**config.mk**
```make
export PLATFORM = sky130hd
export DESIGN_NAME = watch_interval_prescaler
export DESIGN_NICKNAME = d
export VERILOG_FILES = /design/src/watch_tick_pkg.sv /design/src/count_link_if.sv /design/src/count_source_select.sv /design/src/interval_counter.sv /design/src/watch_interval_prescaler.sv
export VERILOG_INCLUDE_DIRS = /design/src
export SDC_FILE = /design/constraint.sdc
export NUM_CORES = 1
export LEC_CHECK = 0
export BUFFER_PORTS_ARGS = -buffer_cell sky130_fd_sc_hd__buf_2
export CORE_MARGIN = 10
export CORE_UTILIZATION = 34
export CTS_CLUSTER_SIZE = 10
export DETAILED_ROUTE_END_ITERATION = 10
export PLACE_DENSITY_LB_ADDON = 0.1
export SETUP_SLACK_MARGIN = 0.02
export SLEW_MARGIN = 15
export SYNTH_ARGS = -nofsm -noshare
export SYNTH_HDL_FRONTEND = slang
export SYNTH_SLANG_ARGS = --single-unit
export TNS_END_PERCENT = 30
```
**constraint.sdc**
```tcl
create_clock -name aclk -period 1.85 [get_ports aclk]
set_input_delay 0.0925 -clock aclk [delete_from_list [all_inputs] [get_ports aclk]]
set_output_delay 0.0925 -clock aclk [all_outputs]
set_load 0.02 [all_outputs]
```
**src/watch_tick_regs.svh**
```systemverilog
// register offsets, field positions, reset values and codes of the watch tick prescaler
`ifndef WATCH_TICK_REGS_SVH
`define WATCH_TICK_REGS_SVH

// ****************************************************************
// register offsets (byte addresses)
// ****************************************************************
`define CTRL_OFFSET      32'h0000_0000
`define CTRL_RMW_OFFSET  32'h0000_0004

// ****************************************************************
// control register fields
// ****************************************************************
`define CTRL_RESET       8'h00
`define IEN_RESET        1'b0
`define SEL_RESET        3'h0
`define FLAG_BIT         7
`define IEN_BIT          6
`define SEL_MSB          3
`define SEL_LSB          1
`define CLR_BIT          0

// ****************************************************************
// counter and watchdog codes
// ****************************************************************
`define CNT_ALL_ONES     16'hFFFF
`define CNT_ZERO         16'h0000
`define WDT_SEL_PRESC_A  3'h4
`define WDT_SEL_PRESC_B  3'h6

// ****************************************************************
// bus answers
// ****************************************************************
`define RESP_OKAY        2'h0
`define RESP_SLVERR      2'h2

`endif

```
**src/watch_tick_pkg.sv**
```systemverilog
// types shared by the watch tick prescaler modules
`default_nettype none

package watch_tick_pkg;

  typedef enum logic [1:0] {
    SRC_NONE    = 2'b00,
    SRC_SUB_OSC = 2'b01,
    SRC_SUB_RC  = 2'b10
  } count_source_t;

  typedef enum logic [0:0] {
    WR_IDLE = 1'b0,
    WR_RESP = 1'b1
  } wr_state_t;

  typedef enum logic [0:0] {
    RD_IDLE = 1'b0,
    RD_DATA = 1'b1
  } rd_state_t;

endpackage

`default_nettype wire

```
**src/count_link_if.sv**
```systemverilog
// signals between the control logic, the count source and the interval counter
`timescale 1ns/1ps
`default_nettype none

interface count_link_if;
  logic        count_tick;
  logic        source_valid;
  logic        counter_clear;
  logic [2:0]  interval_select;
  logic        interval_event;
  logic [15:0] count_value;

  modport src (output count_tick, output source_valid);
  modport ctr (input count_tick, input counter_clear, input interval_select,
               output interval_event, output count_value);
  modport ctl (input count_tick, input source_valid, input interval_event,
               input count_value, output counter_clear, output interval_select);
endinterface

`default_nettype wire

```
**src/count_source_select.sv**
```systemverilog
// picks the sub oscillator or sub rc pulses and divides them by two
`timescale 1ns/1ps
`default_nettype none

module count_source_select
  import watch_tick_pkg::*;
(
  input  wire logic   aclk,
  input  wire logic   aresetn,
  input  wire logic   ce,
  input  wire logic   sub_osc_pulse,
  input  wire logic   sub_rc_pulse,
  input  wire logic   sub_osc_ready,
  input  wire logic   sub_rc_ready,
  input  wire logic   halt,
  count_link_if.src   link
);

  count_source_t source;
  logic          half_phase;
  logic          src_pulse;

  // ****************************************************************
  // source choice
  // ****************************************************************
  // the oscillator wins when both are stable: it is the accurate one
  always_comb begin
    if (sub_osc_ready) begin
      source = SRC_SUB_OSC;
    end else if (sub_rc_ready) begin
      source = SRC_SUB_RC;
    end else begin
      source = SRC_NONE;
    end
  end

  always_comb begin
    case (source)
      SRC_SUB_OSC: src_pulse = sub_osc_pulse;
      SRC_SUB_RC:  src_pulse = sub_rc_pulse;
      default:     src_pulse = 1'b0;
    endcase
  end

  // ****************************************************************
  // divide by two
  // ****************************************************************
  always_ff @(posedge aclk) begin
    if (!aresetn) begin
      half_phase <= 1'b0;
    end else if (ce) begin
      if (halt || source == SRC_NONE) begin
        half_phase <= 1'b0;
      end else if (src_pulse) begin
        half_phase <= ~half_phase;
      end
    end
  end

  assign link.count_tick   = src_pulse & half_phase & ~halt;
  assign link.source_valid = (source != SRC_NONE);

endmodule

`default_nettype wire

```
**src/interval_counter.sv**
```systemverilog
// down counter with wrap bit and selectable interval tap
`timescale 1ns/1ps
`default_nettype none

`include "watch_tick_regs.svh"

module interval_counter
  import watch_tick_pkg::*;
(
  input  wire logic   aclk,
  input  wire logic   aresetn,
  input  wire logic   ce,
  count_link_if.ctr   link
);

  logic [15:0] count;
  logic        wrap_bit;
  logic [16:0] tap_mask;
  logic        tap_hit;

  // ****************************************************************
  // counter
  // ****************************************************************
  always_ff @(posedge aclk) begin
    if (!aresetn) begin
      count    <= `CNT_ALL_ONES;
      wrap_bit <= 1'b1;
    end else if (ce) begin
      if (link.counter_clear) begin
        count    <= `CNT_ALL_ONES;
        wrap_bit <= 1'b1;
      end else if (link.count_tick) begin
        count <= count - 16'h0001;
        if (count == `CNT_ZERO) begin
          wrap_bit <= ~wrap_bit;
        end
      end
    end
  end

  // ****************************************************************
  // interval tap
  // ****************************************************************
  always_comb begin
    case (link.interval_select)
      3'h4:    tap_mask = 17'h003FF;
      3'h0:    tap_mask = 17'h007FF;
      3'h1:    tap_mask = 17'h00FFF;
      3'h2:    tap_mask = 17'h01FFF;
      3'h3:    tap_mask = 17'h03FFF;
      3'h5:    tap_mask = 17'h07FFF;
      3'h6:    tap_mask = 17'h0FFFF;
      default: tap_mask = 17'h1FFFF;
    endcase
  end

  // the selected low bits wrap from all zeros to all ones on this tick
  assign tap_hit = link.count_tick & (({wrap_bit, count} & tap_mask) == 17'h00000);

  // registered so the flag logic sees a clean one cycle event
  always_ff @(posedge aclk) begin
    if (!aresetn) begin
      link.interval_event <= 1'b0;
    end else if (ce) begin
      link.interval_event <= tap_hit & ~link.counter_clear;
    end
  end

  assign link.count_value = count;

endmodule

`default_nettype wire

```
**src/watch_interval_prescaler.sv**
```systemverilog
// watch tick prescaler: control register, axi4-lite slave and watchdog coupling
//
// The placing of the registers and register access over AXI4-Lite were decided locally.
`timescale 1ns/1ps
`default_nettype none

`include "watch_tick_regs.svh"

// Notes on behaviour
// - interval elapse sets pending flag always
// - request when flag and enable both one
// - read-modify-write read returns flag as one
// - write zero clears flag, one ignored
// - enable bit six is read/write
// - bits five and four read zero
// - three-bit select picks interval tap
// - clear bit sets whole counter to ones
// - clear bit is write-only, reads zero
// - prescaler clear also clears selected watchdog
// - keeps counting in stop from main clocks
// - watchdog clock restarts with watchdog cleared
// - sixteen-bit counter, subclock preferred, divided two
// - counts down from all ones, reloads
// - clear at overflow suppresses the flag
// - reset or sub stop entry clears counter
module watch_interval_prescaler
  import watch_tick_pkg::*;
(
  input  wire logic        aclk,
  input  wire logic        aresetn,
  input  wire logic        ce,
  // axi4-lite slave
  input  wire logic [31:0] s_axi_awaddr,
  input  wire logic        s_axi_awvalid,
  output logic             s_axi_awready,
  input  wire logic [31:0] s_axi_wdata,
  input  wire logic [3:0]  s_axi_wstrb,
  input  wire logic        s_axi_wvalid,
  output logic             s_axi_wready,
  output logic [1:0]       s_axi_bresp,
  output logic             s_axi_bvalid,
  input  wire logic        s_axi_bready,
  input  wire logic [31:0] s_axi_araddr,
  input  wire logic        s_axi_arvalid,
  output logic             s_axi_arready,
  output logic [31:0]      s_axi_rdata,
  output logic [1:0]       s_axi_rresp,
  output logic             s_axi_rvalid,
  input  wire logic        s_axi_rready,
  // count sources and clock mode
  input  wire logic        sub_osc_pulse,
  input  wire logic        sub_rc_pulse,
  input  wire logic        sub_osc_ready,
  input  wire logic        sub_rc_ready,
  input  wire logic        sub_clock_mode,
  input  wire logic        stop_mode,
  // watchdog and interrupt controller
  input  wire logic [2:0]  watchdog_clock_select_ext,
  output logic             tick_irq,
  output logic             watchdog_clear,
  output logic             watchdog_clock
);

  // ****************************************************************
  // declarations
  // ****************************************************************
  count_link_if link ();

  wr_state_t   wr_state;
  rd_state_t   rd_state;
  logic        aw_held;
  logic        w_held;
  logic [31:0] aw_addr;
  logic [31:0] w_data;
  logic [3:0]  w_strb;
  logic        wr_fire;
  logic        wr_hit;
  logic        ar_fire;
  logic        rd_hit_ctrl;
  logic        rd_hit_rmw;
  logic [7:0]  ctrl_view;

  logic        tick_pending_flag;
  logic        tick_irq_enable;
  logic [2:0]  interval_select;
  logic        sw_clear;
  logic        flag_clear;
  logic        stop_q;
  logic        stop_entry;
  logic        count_halt;
  logic        counter_clear;
  logic        wdt_uses_presc;
  logic        next_watchdog_clear;

  // ****************************************************************
  // submodules
  // ****************************************************************
  count_source_select u_source (
    .aclk          (aclk),
    .aresetn       (aresetn),
    .ce            (ce),
    .sub_osc_pulse (sub_osc_pulse),
    .sub_rc_pulse  (sub_rc_pulse),
    .sub_osc_ready (sub_osc_ready),
    .sub_rc_ready  (sub_rc_ready),
    .halt          (count_halt),
    .link          (link.src)
  );

  interval_counter u_counter (
    .aclk    (aclk),
    .aresetn (aresetn),
    .ce      (ce),
    .link    (link.ctr)
  );

  // ****************************************************************
  // axi4-lite write channel
  // ****************************************************************
  // address and data are caught separately, so either may come first
  assign s_axi_awready = ce & (wr_state == WR_IDLE) & ~aw_held;
  assign s_axi_wready  = ce & (wr_state == WR_IDLE) & ~w_held;
  assign s_axi_bvalid  = ce & (wr_state == WR_RESP);
  assign wr_fire       = ce & (wr_state == WR_IDLE) & aw_held & w_held;
  assign wr_hit        = (aw_addr == `CTRL_OFFSET) | (aw_addr == `CTRL_RMW_OFFSET);

  always_ff @(posedge aclk) begin
    if (!aresetn) begin
      aw_held <= 1'b0;
      aw_addr <= 32'h0000_0000;
    end else if (ce) begin
      if (s_axi_awvalid && s_axi_awready) begin
        aw_held <= 1'b1;
        aw_addr <= s_axi_awaddr;
      end else if (wr_state == WR_RESP && s_axi_bready) begin
        aw_held <= 1'b0;
      end
    end
  end

  always_ff @(posedge aclk) begin
    if (!aresetn) begin
      w_held <= 1'b0;
      w_data <= 32'h0000_0000;
      w_strb <= 4'h0;
    end else if (ce) begin
      if (s_axi_wvalid && s_axi_wready) begin
        w_held <= 1'b1;
        w_data <= s_axi_wdata;
        w_strb <= s_axi_wstrb;
      end else if (wr_state == WR_RESP && s_axi_bready) begin
        w_held <= 1'b0;
      end
    end
  end

  always_ff @(posedge aclk) begin
    if (!aresetn) begin
      wr_state    <= WR_IDLE;
      s_axi_bresp <= `RESP_OKAY;
    end else if (ce) begin
      case (wr_state)
        WR_IDLE: begin
          if (wr_fire) begin
            wr_state    <= WR_RESP;
            s_axi_bresp <= wr_hit ? `RESP_OKAY : `RESP_SLVERR;
          end
        end
        WR_RESP: begin
          if (s_axi_bready) begin
            wr_state <= WR_IDLE;
          end
        end
        default: wr_state <= WR_IDLE;
      endcase
    end
  end

  // ****************************************************************
  // axi4-lite read channel
  // ****************************************************************
  assign s_axi_arready = ce & (rd_state == RD_IDLE);
  assign s_axi_rvalid  = ce & (rd_state == RD_DATA);
  assign ar_fire       = s_axi_arvalid & s_axi_arready;
  assign rd_hit_ctrl   = (s_axi_araddr == `CTRL_OFFSET);
  assign rd_hit_rmw    = (s_axi_araddr == `CTRL_RMW_OFFSET);

  // reserved bits and the clear bit always read as zero
  assign ctrl_view = {tick_pending_flag, tick_irq_enable, 2'b00,
                      interval_select, 1'b0};

  always_ff @(posedge aclk) begin
    if (!aresetn) begin
      rd_state    <= RD_IDLE;
      s_axi_rdata <= 32'h0000_0000;
      s_axi_rresp <= `RESP_OKAY;
    end else if (ce) begin
      case (rd_state)
        RD_IDLE: begin
          if (ar_fire) begin
            rd_state <= RD_DATA;
            if (rd_hit_ctrl) begin
              s_axi_rdata <= {24'h000000, ctrl_view};
              s_axi_rresp <= `RESP_OKAY;
            end else if (rd_hit_rmw) begin
              // the rmw alias lets a modify-write keep the flag untouched
              s_axi_rdata <= {24'h000000, 1'b1, ctrl_view[6:0]};
              s_axi_rresp <= `RESP_OKAY;
            end else begin
              s_axi_rdata <= 32'h0000_0000;
              s_axi_rresp <= `RESP_SLVERR;
            end
          end
        end
        RD_DATA: begin
          if (s_axi_rready) begin
            rd_state <= RD_IDLE;
          end
        end
        default: rd_state <= RD_IDLE;
      endcase
    end
  end

  // ****************************************************************
  // control register fields
  // ****************************************************************
  assign flag_clear = wr_fire & wr_hit & w_strb[0] & ~w_data[`FLAG_BIT];
  assign sw_clear   = wr_fire & wr_hit & w_strb[0] & w_data[`CLR_BIT];

  always_ff @(posedge aclk) begin
    if (!aresetn) begin
      tick_irq_enable <= `IEN_RESET;
      interval_select <= `SEL_RESET;
    end else if (ce) begin
      if (wr_fire && wr_hit && w_strb[0]) begin
        tick_irq_enable <= w_data[`IEN_BIT];
        interval_select <= w_data[`SEL_MSB:`SEL_LSB];
      end
    end
  end

  // a tick in the cycle of a clearing write still lands
  always_ff @(posedge aclk) begin
    if (!aresetn) begin
      tick_pending_flag <= 1'b0;
    end else if (ce) begin
      if (link.interval_event) begin
        tick_pending_flag <= 1'b1;
      end else if (flag_clear) begin
        tick_pending_flag <= 1'b0;
      end
    end
  end

  // level request; stays high until the handler writes the flag or the enable to zero
  assign tick_irq = tick_pending_flag & tick_irq_enable;

  // ****************************************************************
  // clock mode handling
  // ****************************************************************
  always_ff @(posedge aclk) begin
    if (!aresetn) begin
      stop_q <= 1'b0;
    end else if (ce) begin
      stop_q <= stop_mode;
    end
  end

  // the sub clock stops in sub-mode stop; the main-clock stop keeps counting
  assign stop_entry = stop_mode & ~stop_q & sub_clock_mode;
  assign count_halt = stop_mode & sub_clock_mode;

  // a lost source forces a clear so counting restarts from a known phase
  assign counter_clear        = sw_clear | stop_entry | ~link.source_valid;
  assign link.counter_clear   = counter_clear;
  assign link.interval_select = interval_select;

  // ****************************************************************
  // watchdog coupling
  // ****************************************************************
  assign wdt_uses_presc = (watchdog_clock_select_ext == `WDT_SEL_PRESC_A) |
                          (watchdog_clock_select_ext == `WDT_SEL_PRESC_B);
  assign next_watchdog_clear = counter_clear & wdt_uses_presc;

  // registered, so it lines up with the counter reload at the same edge
  always_ff @(posedge aclk) begin
    if (!aresetn) begin
      watchdog_clear <= 1'b0;
      watchdog_clock <= 1'b1;
    end else if (ce) begin
      watchdog_clear <= next_watchdog_clear;
      watchdog_clock <= counter_clear ? 1'b1 : link.count_value[15];
    end
  end

endmodule

`default_nettype wire

```
# Word-level counts from Yosys, hierarchy flattened
# Index checks and enable logic that the tools add are counted.
dict set report op_classes {
  eq_ne 12
  muxes 28
  n_addsub 1
  multipliers 0
  bitwise_logic 38
  div_mod_pow 0
  shift 0
  reduce_logical 30
  order_cmp 0
}
# cell n
set op_table {}
lappend op_table {{17-bit one-hot mux with 7 select lines} 1}
lappend op_table {{32-bit by 3-bit == test with 1-bit output, second input constant} 2}
lappend op_table {{32-bit logical NOT} 2}
lappend op_table {{16-bit 2-to-1 mux} 2}
lappend op_table {{1-bit AND} 22}
lappend op_table {{17-bit AND} 1}
lappend op_table {{17-bit logical NOT} 1}
lappend op_table {{16-bit logical NOT} 1}
lappend op_table {{8-bit 2-to-1 mux} 2}
lappend op_table {{2-bit AND reduction} 8}
lappend op_table {{16-bit by 1-bit subtractor with 16-bit output, second input constant} 1}
lappend op_table {{3-bit == test, second input constant} 5}
lappend op_table {{1-bit 2-to-1 mux} 15}
lappend op_table {{2-bit nonzero test} 7}
lappend op_table {{1-bit inverter} 11}
lappend op_table {{2-bit 2-to-1 mux} 5}
lappend op_table {{3-bit AND reduction} 3}
lappend op_table {{3-bit by 2-bit == test with 1-bit output, second input constant} 2}
lappend op_table {{1-bit one-hot mux with 2 select lines} 3}
lappend op_table {{1-bit logical AND} 5}
lappend op_table {{1-bit OR} 4}
lappend op_table {{3-bit by 1-bit == test with 1-bit output, second input constant} 1}
lappend op_table {{3-bit logical NOT} 1}
lappend op_table {{2-bit by 1-bit == test with 1-bit output, second input constant} 1}
lappend op_table {{other kinds (3)} 3}
dict set report word_totals {
  mem_bits_rw 0
  memories 0
  elab_cells 129
  register_bits 108
  latchBits 0
  rom_bits 0
}

# Logic depth before layout (Yosys ltp)
# Gate-level depths: netlist of the first run.
dict set report logic_depth {
  ltp_word 11
  depth_mapped 8
  mapped_depth_nobuf 7
}

# Cells and area by module
# A second synthesis of the first run with hierarchy kept.
dict set report unflattened {
  cells_unflattened 430
  hier_area_um2 3527.1
}
# mod cells_each n_inst seq_area_each_um2 area_each_um2
set by_module_without_submodules {}
lappend by_module_without_submodules {watch_interval_prescaler 316 1 1141.1 2529.9}
lappend by_module_without_submodules {interval_counter 105 1 360.3 909.6}
lappend by_module_without_submodules {count_source_select 9 1 20.0 87.6}

# Least setup slack after synthesis of the first run
# OpenSTA, ideal clock, no wires.
dict set report synth_path {
  kind {register to register}
  start {reg u_counter.count[0], in the netlist u_counter.link.count_value[0]}
  end {reg u_counter.count[14], in the netlist u_counter.link.count_value[14]}
  path_buffers 1
  t_arrival_ns 1.605
  path_slack_ns 0.154
  required_ns 1.759
  path_stages_with_launch 9
  cell_sequence {dfxtp_1 inv_1 ha_1 nand2_1 a211o_1 clkbuf_1 o311ai_0 nor3_1 a311oi_1}
}
dict set report synth_between {
  elab_chain_len 3
}
# item line_no
set synth_rtl {}
lappend synth_rtl {{from (decl)} interval_counter.sv:16} ;# logic [15:0] count;
lappend synth_rtl {{from (signal assigned)} interval_counter.sv:26} ;# count <= `CNT_ALL_ONES;
lappend synth_rtl {{from (signal assigned)} interval_counter.sv:30} ;# count <= `CNT_ALL_ONES;
lappend synth_rtl {{from (signal assigned)} interval_counter.sv:33} ;# count <= count - 16'h0001;
lappend synth_rtl {{16-bit by 1-bit subtractor with 16-bit output} interval_counter.sv:33}
lappend synth_rtl {{16-bit 2-to-1 mux} interval_counter.sv:32} ;# end else if (link.count_tick) begin
lappend synth_rtl {{16-bit 2-to-1 mux} interval_counter.sv:29} ;# if (link.counter_clear) begin
# No other way between the ends. The select of a mux whose other input is x is not followed.
# A chain may end at the register's enable or synchronous reset.

# Worst setup path in the final report of the first run
dict set report layout_path {
  start {reg u_counter.count[1], in the netlist u_counter.link.count_value[1]}
  end {reg u_counter.count[14], in the netlist u_counter.link.count_value[14]}
}
# Same word-level chain as after synthesis.

==> impl_metrics.ini, run 1 <==
[global_routing]
grt_usage_pct = 13.9
grt_max_degree = 32
first_global_vias = 3904
grt_pass1_wl_um = 18900
grt-ovfl-total = 0
antenna_found_initial = 0

[timing]
period_minus_slack_ns = 1.81
hold_viol = 0
setup_viol_count_final = 0
slew_viol_final = 0
finalClockSkew_ns = 0.0118
rsz0062_at_grt = true
holdWs_ns = 0.0137
setup_slack_ns = 0.0438
fmax_ghz = 0.554
min_period_over_period_pct = 97.6

[clocking]
cts_max_path_buffers = 2
clk_latency_ns = 0.35
cts_sinks = 76
cts_inserted_buffers = 9
htree_levels = 3
cts_tree = done
cts.clk_slew.worst_paths_ns = 0.07
root_buffer = clkbuf_8

[power_and_ir_drop]
power.leakage_uw = 0.00217
ir_drop_mv = 0.353
finalPower_uw = 3820
power_density_nw_per_um2 = 712

[die]
start_util_pct = 34.9
die_y_um = 126
coreArea_um2 = 10900
dieWidth_um = 126
io_pins = 161
dieArea_um2 = 15800
fp-row-count = 38

[finish]
seq_area_um2 = 1530
fin_nets = 752
stdcell_area_um2 = 5360
multi_input_area_um2 = 2150
syn2layout_area_growth_pct = 41.2
fin_util_pct = 49.3
antenna_cells = 0
n_fill_cell = 1059
drive_above_1_share_pct = 30.4

[routing]
first_pass_iters = 4
finalWirelength_um = 11500
first_iter_violations = 154
wl_per_cell_um = 14.8
routed_via_density = 4.91
drcViolationCount = 0
num_vias = 3820
drtAntennaViolNets = 0

[logic_synthesis]
synth_cells = 473
ys_warn_count = 0
ys.flop_type = dfxtp_1
synth_area_um2 = 3800
syn_area_per_cell_um2 = 8.03
ys_seq_area_share_pct = 40.0
synth-seq-cells = 76
synth-edff-count = 0
synthArstFlopShare_pct = 0
synth.distinct_cells = 57

[critical_path]
crit_end = u_counter.link.count_value[14]$_SDFFE_PN1P_
worstSetupStartpointType = flip-flop
worst-endpoint-arrival_ns = 2.06
reg2reg_to = u_counter.link.count_value[14]$_SDFFE_PN1P_
rrSetupSlack_ns = 0.04
reg2reg_from = u_counter.link.count_value[1]$_SDFFE_PN1P_
crit_required_ns = 2.10
worstSetupEndpointType = flip-flop
path_max_fanout = 8
reg2reg_depth = 8
critPathKind = flip-flop to flip-flop
crit_start = u_counter.link.count_value[1]$_SDFFE_PN1P_

[placement]
place_congestion = 0.761
placed_area_um2 = 4560
dpl.hpwl_um = 8390
io_buffers = 100
pre_cts_ws_ns = -0.186

[outcome]
status = finished, final reports clean

[worst_hold_path]
hold_class = input port to flip-flop
min_path_cells = 3

[job]
maxCapViolations = 0
power by group:
group | total, µW | switching, µW | internal (µW)
clock network | 1500 | 605 | 893
logic | 594 | 320 | 274
registers | 1730 | 38.8 | 1690
total | 3820 | 964 | 2860
cell usage after synthesis (4+ instances only):
master,n,area share [%]
o21ai_0,9,1.2
nand3b_1,4,0.79
nor4_1,26,4.3
buf_4,30,5.9
a22oi_1,6,1.2
nor3_1,15,2.0
and2_1,8,1.3
mux2i_1,11,2.9
nor4_2,6,2.0
nand2b_1,8,1.3
dfxtp_1,76,40
clkbuf_1,23,2.3
nor2_1,44,4.3
a311oi_1,6,1.4
inv_1,12,1.2
nand3_1,5,0.66
a21oi_1,45,5.9
nand2_1,77,7.6
how the worst min path moves through the flow:
stage / to / slack, ns / start
after floorplan: aw_addr[10]$_SDFFE_PN0P_ / 0.23 / s_axi_awaddr[10]
after global placement: w_data[7]$_SDFFE_PN0P_ / 0.32 / s_axi_wdata[7]
after detailed placement: w_data[3]$_SDFFE_PN0P_ / 0.34 / s_axi_wdata[3]
after CTS: watchdog_clear$_SDFFE_PN0P_ / 0.003 / watchdog_clock_select_ext[2]
after global routing: watchdog_clear$_SDFFE_PN0P_ / 0.01 / watchdog_clock_select_ext[2]
final: watchdog_clear$_SDFFE_PN0P_ / 0.01 / watchdog_clock_select_ext[2]
critical path, stage by stage, from the launching register on:
cell	delay [ns]
dfxtp_1	0.33
inv_1	0.08
ha_2	0.18
nand2_1	0.06
a211o_1	0.30
buf_4	0.18
o311ai_2	0.29
nor3_1	0.09
a311oi_2	0.21
metal layers:
layer | GRT usage, % | vias to the layer above | part of all wire, %
li1 | - | 1942 | -
met3 | 2.68 | 11 | 3.7
met4 | 4.13 | 0 | 1.0
met2 | 24.5 | 73 | 51
met1 | 16.6 | 1794 | 44
met5 | 0 | - | 0
logic make-up (layout without fill, tap and decap cells):
logic type | count (synthesis) | after routing | synth area share, %
flops | 76 | 76 | 40.0
buf+inv | 71 | 208 | 10.2
fa+ha+maj | 1 | 1 | 0.329
simple gates | 215 | 215 | 29.6
compound gates | 98 | 98 | 16.8
mux | 11 | 11 | 2.90
other cells | 1 | 29 | 0.0987
state kept, by name, summed over array words and instances (netlist names):
signal and cells:
aw_addr 31, aw_held 1, interval_select 3, rd_state 1, s_axi_bresp 1, s_axi_rdata 5
s_axi_rresp 1, stop_q 1, tick_irq_enable 1, tick_pending_flag 1, u_counter.link.count_value 16, u_counter.link.interval_event 1
u_counter.wrap_bit 1, u_source.half_phase 1, w_data 6, w_held 1, w_strb 1, watchdog_clear 1
watchdog_clock 1, wr_state 1
stage by stage:
stage,setup TNS [ns],std cells
3_5_place_dp,-2.29,723
5_1_grt,-0.171,778
4_1_cts,-0.00742,778
6_report,0,778
2_1_floorplan,0,501
3_3_place_gp,-1.42,723
final cells by class:
type	instances	area share, %
Timing Repair Buffer	179	23.0
Clock inverter	4	1.84
Sequential cell	76	28.4
Clock buffer	11	2.45
Inverter	14	0.980
Tap cell	140	3.27
Multi-Input combinational cell	354	40.1
cells in the final DEF, fill, tap and decap left out, drive strengths merged, types with 3 or more instances in the layout:
cell type / count
buf: 141
nand2: 77
dfxtp: 76
a21oi: 45
nor2: 44
dlygate4sd3: 38
nor4: 34
conb: 29
nor3: 15
inv: 13
mux2i: 11
clkbuf: 11
o21ai: 10
nand2b: 8
and2: 8
a311oi: 8
a22oi: 6
nand3: 5
nand3b: 4
o21a: 3
or2: 3
a32oi: 3
bufinv: 3
nand4: 3
o41ai: 3
o31ai: 3
repair_timing:
item / 4_1_cts / 5_1_grt
cloned: 1 / 0
endpoints found under the setup margin: 25 / 23
pin swaps: 11 / 7
hold endpoints to repair: 38 / 0
hold buffers: 38 / 0
gates resized for setup: 11 / 24
setup buffers: 1 / 0
Power figures use the tool's default switching activity.
==> inputs of run 2 (changes only) <==
==> constraint.sdc (replaced) <==
create_clock -name aclk -period 1.85 [get_ports aclk]
set_input_delay 0.185 -clock aclk [delete_from_list [all_inputs] [get_ports aclk]]
set_output_delay 0.185 -clock aclk [all_outputs]
set_load 0.02 [all_outputs]
==> run 2 against run 1 <==
The flow now finishes with violations (negative setup slack); combinational power down 6.1%; sequential share of layout area up 2.1 points; critical path depth unchanged; core utilization down 3.5 points; non-clock buffer count down 34; die area unchanged; cell area down 7.0%; sequential power about the same; clock power down 15%; total power down 6.7%; first-iteration DRC count up 20%; register-to-register slack worse by 0.08 ns; critical path type unchanged; critical endpoint is now u_counter.link.interval_event$_SDFFE_PN0P_.
==> impl_metrics.ini, run 2 (synthesis results as in run 1) <==
[outcome]
status = finished with violations
violations = negative setup slack

[finish]
layout_commonest_cell = buf_2
antenna_cells = 0
fin_nets = 718
syn2layout_area_growth_pct = 31.2
regMostFlops = aw_addr
final_cell_mix = 100 x buf_2, 76 x nand2_1, 74 x dfxtp_1
instances_no_fill = 745
drive_above_1_share_pct = 32.1
stdcell_area_um2 = 4990
largest_register_ffs = 31

[worst_hold_path]
min_path_cells = 3
hold_class = input port to flip-flop
min_to = w_data[7]$_SDFFE_PN0P_
hp-start = s_axi_wdata[7]

[critical_path]
worst-endpoint-arrival_ns = 2.13
path_max_fanout = 5
critPathKind = flip-flop to flip-flop
rrSetupSlack_ns = -0.04
reg2reg_from = aw_addr[24]$_SDFFE_PN0P_
worstSetupEndpointType = flip-flop
reg2reg_to = u_counter.link.interval_event$_SDFFE_PN0P_
reg2reg_depth = 8
crit_required_ns = 2.09
worstSetupStartpointType = flip-flop

[routing]
wl_per_cell_um = 14.8
drtAntennaViolNets = 0
first_pass_iters = 4
routed_via_density = 4.90
first_iter_violations = 185
finalWirelength_um = 11000
num_vias = 3654
drcViolationCount = 0

[timing]
setup_viol_count_final = 8
fmax_ghz = 0.529
min_period_over_period_pct = 102
rsz0062_at_grt = true
finalClockSkew_ns = 0.00805
period_minus_slack_ns = 1.89
hold_viol = 0
slew_viol_final = 0
setup_slack_ns = -0.0393

[placement]
place_congestion = 0.770
io_buffers = 100
place_inst = 723
placed_area_um2 = 4560
dpl.hpwl_um = 8210

[clocking]
cts_sinks = 76
root_buffer = clkbuf_8
cts_max_path_buffers = 2
htree_levels = 3
cts_tree = done
cts.clk_slew.worst_paths_ns = 0.08
clk_latency_ns = 0.35
postCtsHoldBufs = 0
cts_inserted_buffers = 9

[global_routing]
grt-ovfl-total = 0
grt_pass1_wl_um = 18200
first_global_vias = 3621
grt_max_degree = 63
antenna_found_initial = 0
grt_usage_pct = 13.5

[die]
coreArea_um2 = 10900
start_util_pct = 34.9
dieArea_um2 = 15800
io_pins = 161
fp-row-count = 38
die_y_um = 126
dieWidth_um = 126

[power_and_ir_drop]
power.leakage_uw = 0.00201
ir_drop_mv = 0.402
power_density_nw_per_um2 = 714

[job]
maxCapViolations = 0
[run 2: timing repair]
item | CTS | global route
endpoints found under the setup margin | 25 | 25
resized for setup | 10 | 29
endpoints found under the hold margin | 0 | 0
setup buffers | 1 | 5
pin swaps | 6 | 13
[run 2: worst max-delay path: stages, from the launching register on]
cell and delay, ns:
dfxtp_2 0.34, nor4_4 0.29, buf_4 0.17, nand3_4 0.08, nor4_4 0.31, buf_6 0.17
nor4_4 0.05, buf_4 0.18, a32o_1 0.21
[run 2: routing by layer]
metal,GRT usage [%],routed length (µm),vias to the layer above
li1,-,-,1879
met1,16.9,4850,1687
met2,21.8,5520,79
met3,4.11,565,9
met4,4.13,105,0
met5,0,0,-
[run 2: cell type report]
| cell class | instances | area, µm² |
|---|---|---|
| Clock buffer | 11 | 131 |
| Sequential cell | 76 | 1520 |
| Fill cell | 1110 | 5900 |
| Clock inverter | 5 | 61.3 |
| Timing Repair Buffer | 145 | 905 |
| Tap cell | 140 | 175 |
| Inverter | 14 | 52.6 |
| Multi-Input combinational cell | 354 | 2140 |
[run 2: worst max-delay path by stage]
stage                                                     from                                          end  slack [ns]  depth (start not counted)
floorplan           u_counter.link.count_value[0]$_SDFFE_PN1P_  u_counter.link.count_value[14]$_SDFFE_PN1P_        0.15                          8
global placement                      aw_addr[18]$_SDFFE_PN0P_   u_counter.link.count_value[9]$_SDFFE_PN1P_       -0.16                          7
detailed placement                    aw_addr[18]$_SDFFE_PN0P_  u_counter.link.count_value[14]$_SDFFE_PN1P_       -0.20                          7
CTS                                    aw_addr[0]$_SDFFE_PN0P_   u_counter.link.count_value[7]$_SDFFE_PN1P_      -0.001                          7
global route                          aw_addr[24]$_SDFFE_PN0P_   u_counter.link.interval_event$_SDFFE_PN0P_       -0.15                          8
finish                                aw_addr[24]$_SDFFE_PN0P_   u_counter.link.interval_event$_SDFFE_PN0P_       -0.04                          8
[run 2: per-stage QoR]
stage	total power (µW)	setup TNS, ns	setup WS [ns]	utilization (%)	hold slack [ns]
after global placement	2260	-2.00	-0.156	41.9	0.414
after global routing	3740	-2.13	-0.150	45.8	0.0523
after detailed placement	2270	-2.62	-0.200	41.9	0.419
after CTS	3560	-0.000998	-0.000998	44.3	0.0427
after floorplan	2090	0	0.154	-	0.321
final	3560	-0.0805	-0.0393	45.8	0.0656
[run 2: power by group]
group / switching [µW] / internal, µW / leakage [µW]
clock network: 652 / 630 / 0.0000862
registers: 35.9 / 1690 / 0.000619
logic: 318 / 240 / 0.00131
total: 1010 / 2560 / 0.00201
